**src/inc/cbso_pkg.sv**
```systemverilog
/*
 Package for the CardBus socket state override block: register offset,
 field positions, reset values, unmapped read value and bus states.
 Assumes a 32-bit Avalon-MM slave port with byte addressing.
*/
package cbso_pkg;
   // Register byte address within the bridge register space
   localparam logic [31:0] CBSO_MISC_SUPPORT_ADDR = 32'hA030_004C;
   // Field positions of the upper half
   localparam int CBSO_SKT_Y_POS = 31;
   localparam int CBSO_SKT_X_POS = 30;
   localparam int CBSO_SKT_3V3_POS = 29;
   localparam int CBSO_SKT_5V_POS = 28;
   localparam int CBSO_RSVD_POS = 27;
   localparam int CBSO_CARD_Y_POS = 26;
   localparam int CBSO_CARD_X_POS = 25;
   localparam int CBSO_CARD_3V3_POS = 24;
   localparam int CBSO_CARD_5V_POS = 23;
   localparam int CBSO_BAD_VCC_POS = 22;
   localparam int CBSO_LOST_POS = 21;
   localparam int CBSO_NOTA_POS = 20;
   localparam int CBSO_CB_POS = 19;
   localparam int CBSO_C16_POS = 18;
   localparam int CBSO_PWR_POS = 17;
   localparam int CBSO_CD2_POS = 16;
   // Writable mask of the upper half (bit 27 hardwired zero)
   localparam logic [15:0] CBSO_UPPER_WMASK = 16'hF7FF;
   // Reset value of the upper half
   localparam logic [15:0] CBSO_UPPER_RESET = 16'h0000;
   // Value read from unmapped addresses
   localparam logic [31:0] CBSO_UNMAPPED_DATA = 32'h0000_0000;
   // Bus states
   typedef enum logic [1:0] {CBSO_IDLE, CBSO_ANSWER} cbso_bus_state_t;
endpackage : cbso_pkg

```
**src/verilog/cbso_top.sv**
```systemverilog
/*
 Upper half of the CardBus miscellaneous support register. Software
 writes fifteen override bits that drive the socket present-state bits.
 Assumes an Avalon-MM master with waitrequest on the same clock; the
 voltage-sense drive values come from the lower half on the same clock.
*/
// The implementer's own choice: the Avalon-MM interface to the registers.
`timescale 1ns/1ps
module cbso_top
   import cbso_pkg::*;
(
   // Clock and reset
   input wire logic sys_clk_in,
   input wire logic srst_in,
   // Avalon-MM slave
   input wire logic [31:0] avs_address_in,
   input wire logic avs_read_in,
   input wire logic avs_write_in,
   input wire logic [31:0] avs_writedata_in,
   input wire logic [3:0] avs_byteenable_in,
   output logic [31:0] avs_readdata_out,
   output logic avs_waitrequest_out,
   // Lower-half sense drive values
   input wire logic voltage_sense_drive_first_in,
   input wire logic voltage_sense_drive_second_in,
   // Present-state drives
   output logic socket_volt_y_capable_out,
   output logic socket_volt_x_capable_out,
   output logic socket_3v3_capable_out,
   output logic socket_5v_capable_out,
   output logic card_volt_y_supported_out,
   output logic card_volt_x_supported_out,
   output logic card_3v3_supported_out,
   output logic card_5v_supported_out,
   output logic wrong_supply_attempt_out,
   output logic removed_while_active_out,
   output logic unsupported_card_out,
   output logic card_32bit_present_out,
   output logic card_16bit_present_out,
   output logic socket_powered_out,
   output logic card_detect_line_second_out,
   output logic card_detect_second_valid_out
);
   ////////////////////////////////////////////////////////////////////////
   // Declarations
   cbso_bus_state_t state;
   logic hit;
   logic wr_take;
   logic [15:0] upper;
   logic [15:0] upper_wr;

   // Address decode
   assign hit = (avs_address_in == CBSO_MISC_SUPPORT_ADDR);
   assign wr_take = (state == CBSO_IDLE) && avs_write_in && hit;

   ////////////////////////////////////////////////////////////////////////
   // Bus handshake: one wait cycle, then answer
   always_ff @(posedge sys_clk_in)
   begin
      if (srst_in)
         state <= CBSO_IDLE;
      else
      begin
         unique case (state)
            CBSO_IDLE:
               if (avs_read_in || avs_write_in)
                  state <= CBSO_ANSWER;
            CBSO_ANSWER:
               state <= CBSO_IDLE;
            default:
               state <= CBSO_IDLE; // Unused codes fall back to idle
         endcase
      end
   end

   // Waitrequest low only in the answer cycle
   always_ff @(posedge sys_clk_in)
   begin
      if (srst_in)
         avs_waitrequest_out <= 1'b1;
      else
         avs_waitrequest_out <= !((state == CBSO_IDLE) &&
                                  (avs_read_in || avs_write_in));
   end

   // Read data; lower half and unmapped read as zero
   always_ff @(posedge sys_clk_in)
   begin
      if (srst_in)
         avs_readdata_out <= CBSO_UNMAPPED_DATA;
      else if ((state == CBSO_IDLE) && avs_read_in && hit)
         avs_readdata_out <= {upper & CBSO_UPPER_WMASK, 16'h0000};
      else
         avs_readdata_out <= CBSO_UNMAPPED_DATA;
   end

   ////////////////////////////////////////////////////////////////////////
   // Per-bit override storage, byte lanes 2 and 3
   for (genvar i = 0; i < 16; i++)
   begin : g_bits
      assign upper_wr[i] = wr_take && avs_byteenable_in[2 + i / 8];
      cbso_field_reg #(
         .RESET_VAL(CBSO_UPPER_RESET[i]),
         .WRITABLE(CBSO_UPPER_WMASK[i])
      ) u_bit (
         .sys_clk_in(sys_clk_in),
         .srst_in(srst_in),
         .wr_en_in(upper_wr[i]),
         .wr_data_in(avs_writedata_in[16 + i]),
         .q_out(upper[i])
      );
   end

   ////////////////////////////////////////////////////////////////////////
   // Present-state drives, one register per bit
   // Each drive follows its stored bit one edge later, so every output
   // leaves on a flip-flop; read-back sees the stored bit at once.
   // Software alone sets these values; nothing here filters them, so a
   // contradictory pattern (both card types, say) passes straight on.
   // The reserved bit 27 has no drive; its storage flop stays at zero.
   // All drives clear with the synchronous reset.

   ////////////////////////////////////////////////////////////////////////
   // Socket supply capability, bits 31 to 28

   // Socket accepts the Y.Y volt supply
   always_ff @(posedge sys_clk_in)
   begin
      if (srst_in)
         socket_volt_y_capable_out <= 1'b0;
      else
         socket_volt_y_capable_out <= upper[CBSO_SKT_Y_POS - 16];
   end

   // Socket accepts the X.X volt supply
   always_ff @(posedge sys_clk_in)
   begin
      if (srst_in)
         socket_volt_x_capable_out <= 1'b0;
      else
         socket_volt_x_capable_out <= upper[CBSO_SKT_X_POS - 16];
   end

   // Socket accepts the 3.3 volt supply
   always_ff @(posedge sys_clk_in)
   begin
      if (srst_in)
         socket_3v3_capable_out <= 1'b0;
      else
         socket_3v3_capable_out <= upper[CBSO_SKT_3V3_POS - 16];
   end

   // Socket accepts the 5 volt supply
   always_ff @(posedge sys_clk_in)
   begin
      if (srst_in)
         socket_5v_capable_out <= 1'b0;
      else
         socket_5v_capable_out <= upper[CBSO_SKT_5V_POS - 16];
   end

   ////////////////////////////////////////////////////////////////////////
   // Card supply support, bits 26 to 23

   // Card runs on the Y.Y volt supply
   always_ff @(posedge sys_clk_in)
   begin
      if (srst_in)
         card_volt_y_supported_out <= 1'b0;
      else
         card_volt_y_supported_out <= upper[CBSO_CARD_Y_POS - 16];
   end

   // Card runs on the X.X volt supply
   always_ff @(posedge sys_clk_in)
   begin
      if (srst_in)
         card_volt_x_supported_out <= 1'b0;
      else
         card_volt_x_supported_out <= upper[CBSO_CARD_X_POS - 16];
   end

   // Card runs on the 3.3 volt supply
   always_ff @(posedge sys_clk_in)
   begin
      if (srst_in)
         card_3v3_supported_out <= 1'b0;
      else
         card_3v3_supported_out <= upper[CBSO_CARD_3V3_POS - 16];
   end

   // Card runs on the 5 volt supply
   always_ff @(posedge sys_clk_in)
   begin
      if (srst_in)
         card_5v_supported_out <= 1'b0;
      else
         card_5v_supported_out <= upper[CBSO_CARD_5V_POS - 16];
   end

   ////////////////////////////////////////////////////////////////////////
   // Fault flags, bits 22 and 21

   // Attempt at a wrong or unsupported supply
   // Held until software writes it back to zero
   always_ff @(posedge sys_clk_in)
   begin
      if (srst_in)
         wrong_supply_attempt_out <= 1'b0;
      else
         wrong_supply_attempt_out <= upper[CBSO_BAD_VCC_POS - 16];
   end

   // Card pulled while the interface was active
   // Data may have been lost on the way out
   always_ff @(posedge sys_clk_in)
   begin
      if (srst_in)
         removed_while_active_out <= 1'b0;
      else
         removed_while_active_out <= upper[CBSO_LOST_POS - 16];
   end

   ////////////////////////////////////////////////////////////////////////
   // Card type, bits 20 to 18

   // Unsupported card type in the socket
   // Software decides; no card probing here
   always_ff @(posedge sys_clk_in)
   begin
      if (srst_in)
         unsupported_card_out <= 1'b0;
      else
         unsupported_card_out <= upper[CBSO_NOTA_POS - 16];
   end

   // 32-bit CardBus card in the socket
   // Not checked against the 16-bit flag
   always_ff @(posedge sys_clk_in)
   begin
      if (srst_in)
         card_32bit_present_out <= 1'b0;
      else
         card_32bit_present_out <= upper[CBSO_CB_POS - 16];
   end

   // 16-bit PC card in the socket
   // Not checked against the 32-bit flag
   always_ff @(posedge sys_clk_in)
   begin
      if (srst_in)
         card_16bit_present_out <= 1'b0;
      else
         card_16bit_present_out <= upper[CBSO_C16_POS - 16];
   end

   ////////////////////////////////////////////////////////////////////////
   // Socket power, bit 17

   // Socket power state
   // One powered up, zero powered down
   always_ff @(posedge sys_clk_in)
   begin
      if (srst_in)
         socket_powered_out <= 1'b0;
      else
         socket_powered_out <= upper[CBSO_PWR_POS - 16];
   end

   ////////////////////////////////////////////////////////////////////////
   // Second card-detect, bit 16

   // Second card-detect level: zero inserted, one empty
   // Driven whatever the sense drives; validity leaves separately
   always_ff @(posedge sys_clk_in)
   begin
      if (srst_in)
         card_detect_line_second_out <= 1'b0;
      else
         card_detect_line_second_out <= upper[CBSO_CD2_POS - 16];
   end

   ////////////////////////////////////////////////////////////////////////
   // Second card-detect qualifier
   cbso_valid_qual u_qual (
      .sys_clk_in(sys_clk_in),
      .srst_in(srst_in),
      .voltage_sense_drive_first_in(voltage_sense_drive_first_in),
      .voltage_sense_drive_second_in(voltage_sense_drive_second_in),
      .card_detect_valid_out(card_detect_second_valid_out)
   );
endmodule : cbso_top

```
**src/verilog/cbso_field_reg.sv**
```systemverilog
/*
 One software-written field bit with byte-lane write strobe.
 Assumes a synchronous active-high reset on the single system clock.
*/
`timescale 1ns/1ps
module cbso_field_reg
   import cbso_pkg::*;
#(
   parameter logic RESET_VAL = 1'b0,
   parameter logic WRITABLE = 1'b1
)(
   // Clock and reset
   input wire logic sys_clk_in,
   input wire logic srst_in,
   // Write side
   input wire logic wr_en_in,
   input wire logic wr_data_in,
   // Stored value
   output logic q_out
);
   ////////////////////////////////////////////////////////////////////////
   // Storage; a hardwired bit ignores writes
   always_ff @(posedge sys_clk_in)
   begin
      if (srst_in)
         q_out <= RESET_VAL;
      else if (wr_en_in && WRITABLE)
         q_out <= wr_data_in;
      else if (!WRITABLE)
         q_out <= 1'b0;
   end
endmodule : cbso_field_reg

```
**src/verilog/cbso_valid_qual.sv**
```systemverilog
/*
 Qualifies the second card-detect value by the voltage-sense drives.
 Assumes all inputs come from logic on the same clock.
*/
`timescale 1ns/1ps
module cbso_valid_qual
   import cbso_pkg::*;
(
   // Clock and reset
   input wire logic sys_clk_in,
   input wire logic srst_in,
   // Sense drive values
   input wire logic voltage_sense_drive_first_in,
   input wire logic voltage_sense_drive_second_in,
   // Qualified indication
   output logic card_detect_valid_out
);
   ////////////////////////////////////////////////////////////////////////
   // Valid only with both sense drives low
   always_ff @(posedge sys_clk_in)
   begin
      if (srst_in)
         card_detect_valid_out <= 1'b0;
      else
         card_detect_valid_out <= !voltage_sense_drive_first_in &&
                                  !voltage_sense_drive_second_in;
   end
endmodule : cbso_valid_qual

```
**config.mk**
```make
export PLATFORM = sky130hd
export DESIGN_NAME = cbso_top
export DESIGN_NICKNAME = d
export VERILOG_FILES = /design/src/inc/cbso_pkg.sv /design/src/verilog/cbso_top.sv /design/src/verilog/cbso_field_reg.sv /design/src/verilog/cbso_valid_qual.sv
export SDC_FILE = /design/constraint.sdc
export NUM_CORES = 1
export LEC_CHECK = 0
export BUFFER_PORTS_ARGS = -buffer_cell sky130_fd_sc_hd__buf_2
export CAP_MARGIN = 20
export CORE_ASPECT_RATIO = 0.75
export CORE_MARGIN = 1.5
export CORE_UTILIZATION = 43
export DETAILED_ROUTE_END_ITERATION = 7
export PLACE_DENSITY = 0.79
export REMOVE_ABC_BUFFERS = 1
export SKIP_LAST_GASP = 1
export SYNTH_ARGS = -nofsm -noshare
export SYNTH_HDL_FRONTEND = slang
export SYNTH_SLANG_ARGS = --single-unit
export TNS_END_PERCENT = 100
```
**constraint.sdc**
```tcl
create_clock -name sys_clk_in -period 2.8 [get_ports sys_clk_in]
set_input_delay 0.28 -clock sys_clk_in [delete_from_list [all_inputs] [get_ports sys_clk_in]]
set_output_delay 0.28 -clock sys_clk_in [all_outputs]
set_load 0.01 [all_outputs]
```
==> results of run 1 <==
-- per-layer routing --
layer	part of all wire, %	global-route usage, %	wire (um)	vias up
met1	45	18.7	1410	552
li1	-	-	-	635
met2	46	24.6	1450	68
met5	0	0	0	-
met4	0.86	6.35	27	0
met3	8.0	3.31	250	2
-- cell families after synthesis --
group	count (synthesis)	share of synthesized area (%)
buf+inv	22	8.37
flops	48	55.0
simple gates	63	26.3
compound gates	1	0.430
mux	15	9.66
other cells	1	0.215
-- stage by stage --
stage	utilization (%)	instances	instance area, um^2	hold WS (ns)	setup WS, ns
2_1_floorplan	-	145	1670	0.351	1.06
3_3_place_gp	57.4	284	2170	0.427	0.651
3_5_place_dp	57.4	284	2170	0.429	0.648
4_1_cts	59.8	291	2260	0.134	0.952
5_1_grt	59.8	291	2260	0.125	0.857
6_report	59.8	291	2260	0.142	0.988
-- power breakdown --
group	internal, uW	switching (uW)
clock	197	207
combinational	38.1	37.4
sequential	685	2.12
-- final cells by class --
cell class | instances | area (um^2)
fillers | 328 | 1520
repair buffers | 87 | 438
inverters | 1 | 3.75
clock buffers | 6 | 82.6
flip-flops and latches | 48 | 961
well taps | 52 | 65.1
clock inverters | 1 | 8.76
multi-input cells | 96 | 701
-- Yosys cell counts (2+ instances only) --
| cell type | instances | area [um^2] |
|---|---|---|
| mux2_2 | 14 | 158 |
| nor4b_2 | 3 | 45.0 |
| nor4_4 | 2 | 42.5 |
| dfxtp_1 | 48 | 961 |
| nor2b_1 | 30 | 188 |
| nor3_1 | 2 | 10.0 |
| clkbuf_1 | 4 | 15.0 |
| nand2_1 | 3 | 11.3 |
| and2_1 | 15 | 93.8 |
| nor4_1 | 2 | 12.5 |
| buf_4 | 17 | 128 |
-- critical path: stages --
cell and delay [ns]:
buf_2 0.10, nor4_1 0.30, nand4_1 0.29, nor4_4 0.61, mux2_2 0.40
-- how the worst max path moves through the flow --
stage / startpoint / endpoint / slack, ns / cells after the start
after floorplan: avs_address_in[26] / g_bits[1].u_bit.q_out$_SDFFE_PP0P_ / 1.06 / 4
after global placement: avs_address_in[12] / g_bits[2].u_bit.q_out$_SDFFE_PP0P_ / 0.65 / 5
after detailed placement: avs_address_in[11] / g_bits[2].u_bit.q_out$_SDFFE_PP0P_ / 0.65 / 5
after CTS: avs_address_in[11] / g_bits[1].u_bit.q_out$_SDFFE_PP0P_ / 0.95 / 5
after global routing: avs_address_in[5] / g_bits[3].u_bit.q_out$_SDFFE_PP0P_ / 0.86 / 5
final: avs_address_in[12] / g_bits[1].u_bit.q_out$_SDFFE_PP0P_ / 0.99 / 5
==> out/results.txt, run 1 <==
Most frequent cells in the layout -> 86 x buf_2, 48 x dfxtp_1, 30 x nor2b_1
WHS Endpoint -> u_qual.card_detect_valid_out$_SDFF_PP0_
Antenna Nets Post-Route -> 0
Crit Path Max Fanout -> 8
Hold Path Depth -> 2
DRT Pass-1 Iters -> 4
Crit path time final -> 1.81 ns
Worst setup EP type -> flop
Leak -> 0.00112 uW
Arr. time, crit path -> 1.99 ns
Clk pin slew, worst setup/hold paths -> 0.08 ns
Post-route DRC violation count -> 0
Final HPWL DP -> 2450 um
Drt via density -> 4.32
Setup_tns -> 0 ns
Largest net degree at the start of global routing -> 33
Synth Instances -> 150
Clk_skew -> 0.00895 ns
DR vias -> 1,257
Synth Warn # -> 0
Initial antenna violation count -> 0
Critical path type -> in2reg
N_diodes -> 0
Core area -> 3780 um^2
Type of origin of the critical path -> primary input
Total GRT Usage -> 14.7%
Total gr overflow -> 0
Post_cts resized -> 0
Initial Util -> 46.2%
First-pass GRT wire length -> 5010 um
Top FF cell, synth -> dfxtp_1
Max_cap viols -> 0
Design Power -> 1170 uW
Avg Cell Area, Syn -> 11.7 um^2
Share of post-route cells with drive strength above 1 -> 48.1%
Die Wd -> 76.6 um
Max Buffers Root-to-Sink -> 2
Commonest non-fill, non-tap cell in the layout -> buf_2
Fmax -> 0.552 GHz
CP required -> 2.97 ns
DR iter-0 viols -> 29
Register area share after synthesis -> 55.0%
Number of global-route vias before repair -> 1,115
Worst R2R Path Depth -> 2
Setup violators final -> 0
Worst hold path class -> in2reg
CTS hold repair buffers -> 0
Area growth from synthesis to layout -> 29.3%
Worst-margin pin slew -> 0.613 ns
Max-slew headroom -> 58.8%
RR Endpoint -> g_bits[1].u_bit.q_out$_SDFFE_PP0P_
Final #Nets -> 313
Top flop regs -> avs_readdata_out (15), g_bits.u_bit.q_out (15)
Count of cell types in the netlist -> 21
RR Startpoint -> state[0]$_SDFFE_PP0N_
Io pins -> 123
Clk_lat worst skew -> 0.29 ns
Port bufs -> 86
Htree depth -> 2
Worst vdd ir -> 0.000203 V
Final WL -> 3140 um
Synth async-reset ratio -> 0%
CTS buffer count -> 5
Final Hold Vio Count -> 0
Post-Synthesis Cell Area -> 1750 um^2
Pwr/cell area -> 516 nW/um^2
Worst hold start -> voltage_sense_drive_first_in
RD Place Congestion -> 0.714
Status -> finished, final reports clean
Clock root buffer -> clkbuf_8
Die Y -> 58.2 um
CTS tree -> yes
Synth Register Bits -> 48
Die footprint -> 4460 um^2
Site Rows -> 19
# clock sinks -> 48
Max Slew Vio Count -> 0
RSZ-0062 raised after global routing -> false
Post-synth EDFFs -> 0
Worst reg2reg setup slack -> 1.31 ns
Period utilisation layout -> 64.7%
Post-CTS setup buffers -> 0
Drt wl/cell -> 10.8 um
Power figures use the tool's default switching activity.
==> run 2, diff against run 1 <==
--- a/config.mk
+++ b/config.mk
@@ -9,9 +9,9 @@
 export CAP_MARGIN = 20
 export CORE_ASPECT_RATIO = 0.75
 export CORE_MARGIN = 1.5
-export CORE_UTILIZATION = 43
+export CORE_UTILIZATION = 36
 export DETAILED_ROUTE_END_ITERATION = 7
-export PLACE_DENSITY = 0.79
+export PLACE_DENSITY = 0.71
 export REMOVE_ABC_BUFFERS = 1
 export SKIP_LAST_GASP = 1
 export SYNTH_ARGS = -nofsm -noshare
==> constraint.sdc (replaced) <==
create_clock -name sys_clk_in -period 1.5 [get_ports sys_clk_in]
set_input_delay 0.15 -clock sys_clk_in [delete_from_list [all_inputs] [get_ports sys_clk_in]]
set_output_delay 0.15 -clock sys_clk_in [all_outputs]
set_load 0.01 [all_outputs]
==> run 2 against run 1 <==
  * Clock power is 120% higher
  * Die area is 19% higher
  * Final area is 6.1% higher
  * Sequential power is 86% higher
  * Total power is 98% higher
  * Flip-flop and latch count stayed put
  * Clock-buffer cell count stayed put
  * First-iteration DRC count is 17% lower
  * Utilization is 7.3 points lower
  * Largest power group unchanged
==> out/results.txt, run 2 (synthesized netlist as in run 1, its figures left out) <==
Crit path cell chain -> buf_2 > nor4b_4 > nand4_1 > buf_4 > nor4_4 > buf_6 > mux2_2
Arr. time, crit path -> 1.58 ns (-0.41 ns)
Initial Util -> 38.2% (-8.0 points)
Critical path type -> in2reg
First-pass GRT wire length -> 4960 um (-0.96%)
DP Cell Count -> 295 (+3.9%)
Type of origin of the critical path -> primary input
Max Buffers Root-to-Sink -> 2 (unchanged)
Crit path depth -> 7 (+2)
Worst setup EP type -> flop
Worst reg2reg setup slack -> 0.22 ns (-1.09 ns)
CTS buffer count -> 5 (unchanged)
Post-route DRC violation count -> 0 (unchanged)
Sequential Power Share -> 55.4% (-3.5 points)
Status -> finished, final reports clean
Period utilisation layout -> 93.3%
CP required -> 1.68 ns (-1.29 ns)
RR Endpoint -> g_bits[1].u_bit.q_out$_SDFFE_PP0P_
DR iter-0 viols -> 24 (-17%)
Io pins -> 123 (unchanged)
Clk_skew -> 0.00364 ns (-0.00531 ns)
Critical path's slowest cell -> mux2_2
Drt wl/cell -> 10.1 um (-5.9%)
Leak -> 0.00118 uW (+5.5%)
Clock root buffer -> clkbuf_8
Clk_lat worst skew -> 0.29 ns (about the same)
Worst hold path class -> in2reg
Layout Cells excl Fill -> 306 (+5.2%)
Pwr/cell area -> 966 nW/um^2 (+87%)
Drt via density -> 4.19 (-3.1%)
Final #Nets -> 322 (+2.9%)
CP Capture Point -> g_bits[1].u_bit.q_out$_SDFFE_PP0P_
Final WL -> 3100 um (-1.1%)
Clk network pwr share -> 38.0% (+3.3 points)
Place WS -> -0.273 ns (-0.920 ns)
Critical Path Source -> avs_address_in[4]
Final HPWL DP -> 2430 um (-0.65%)
Max Slew Vio Count -> 0 (unchanged)
Critical path's top delay family -> simple AND/OR/NAND/NOR gates
Worst vdd ir -> 0.000587 V (+190%)
Worst R2R Path Depth -> 3 (+1)
DR vias -> 1,281 (+1.9%)
N_diodes -> 0 (unchanged)
Share of post-route cells with drive strength above 1 -> 50.2% (+2.1 points)
DRT Pass-1 Iters -> 4 (unchanged)
Fmax -> 0.714 GHz
Most frequent cells in the layout -> 86 x buf_2, 48 x dfxtp_1, 30 x nor2b_1
Crit path time final -> 1.40 ns
RD Place Congestion -> 0.697 (-2.4%)
Setup_tns -> 0 ns (unchanged)
Die footprint -> 5290 um^2 (+19%)
Setup violators final -> 0 (unchanged)
Critical Path Max Stage Delay -> 0.33 ns (-0.28 ns)
Clk pin slew, worst setup/hold paths -> 0.08 ns (about the same)
Net Sw Power -> 464 uW (+88%)
Core area -> 4570 um^2 (+21%)
Site Rows -> 21 (+2)
Die Wd -> 83.5 um (+8.9%)
Area growth from synthesis to layout -> 37.2%
CTS tree -> yes
Combinational fraction of design power -> 6.6% (about the same)
RR Startpoint -> state[0]$_SDFFE_PP0N_
Fill count -> 444 (+35%)
Final setup margin -> 0.100 ns (-0.887 ns)
Total GRT Usage -> 12.1% (-2.6 points)
Htree depth -> 2 (unchanged)
Port bufs -> 86 (unchanged)
P_int -> 1850 uW (+100%)
Die Y -> 63.3 um (+8.8%)
Initial antenna violation count -> 0 (unchanged)
Final core utilization -> 52.4% (-7.3 points)
Number of global-route vias before repair -> 1,132 (+1.5%)
Antenna Nets Post-Route -> 0 (unchanged)
# clock sinks -> 48 (unchanged)
Hold Path Depth -> 2 (unchanged)
Crit Path Max Fanout -> 8 (unchanged)
Largest net degree at the start of global routing -> 32 (-3.0%)
Final Hold Vio Count -> 0 (unchanged)
Switching fraction of total power -> 20.1% (-1.1 points)
Max_cap viols -> 0 (unchanged)
Total gr overflow -> 0 (unchanged)
Top flop regs -> avs_readdata_out (15), g_bits.u_bit.q_out (15)
CP bufs+invs -> 3 (+2)
Commonest non-fill, non-tap cell in the layout -> buf_2
## run 2: repair_timing
action | 4_1_cts | 5_1_grt
gates resized for setup | 0 | 6
setup buffers | 0 | 1
hold buffers | 2 | 0
setup endpoints to repair | 0 | 15
endpoints found under the hold margin | 1 | 0
## run 2: final cells by class
type	count	area (um^2)	share of cell area, %
Sequential cell	48	961	40.1
Multi-Input combinational cell	96	736	30.7
Timing Repair Buffer	96	518	21.6
Clock buffer	6	72.6	3.03
Tap cell	57	71.3	2.97
Clock inverter	2	35.0	1.46
Inverter	1	3.75	0.157
## run 2: per-stage QoR
stage          total power, uW  instance area (um^2)  hold WS, ns
4_1_cts                   2340                  2350        0.106
6_report                  2320                  2400        0.123
2_1_floorplan             1360                  1670        0.221
3_5_place_dp              1450                  2220        0.311
5_1_grt                   2430                  2400        0.123
3_3_place_gp              1450                  2220        0.304
## run 2: worst min path at each step
stage | startpoint | slack [ns] | to
after floorplan | voltage_sense_drive_first_in | 0.22 | u_qual.card_detect_valid_out$_SDFF_PP0_
after global placement | voltage_sense_drive_first_in | 0.30 | u_qual.card_detect_valid_out$_SDFF_PP0_
after detailed placement | voltage_sense_drive_first_in | 0.31 | u_qual.card_detect_valid_out$_SDFF_PP0_
after CTS | avs_read_in | 0.11 | state[0]$_SDFFE_PP0N_
after global routing | avs_read_in | 0.12 | state[0]$_SDFFE_PP0N_
final | avs_read_in | 0.12 | state[0]$_SDFFE_PP0N_
## run 2: per-layer routing
layer	track usage (%)	vias up	share of wire [%]
met3	5.11	7	9.1
li1	-	655	-
met2	19.7	57	47
met5	0	-	0
met1	14.1	562	43
met4	5.53	0	1.7
## run 2: power by group through the flow
stage | logic [uW] | registers (uW) | clock network [uW]
3_3_place_gp | 140 | 1310 | 0
4_1_cts | 145 | 1280 | 916
5_1_grt | 169 | 1280 | 977
6_report | 153 | 1280 | 880
2_1_floorplan | 48.3 | 1310 | 0
3_5_place_dp | 142 | 1310 | 0
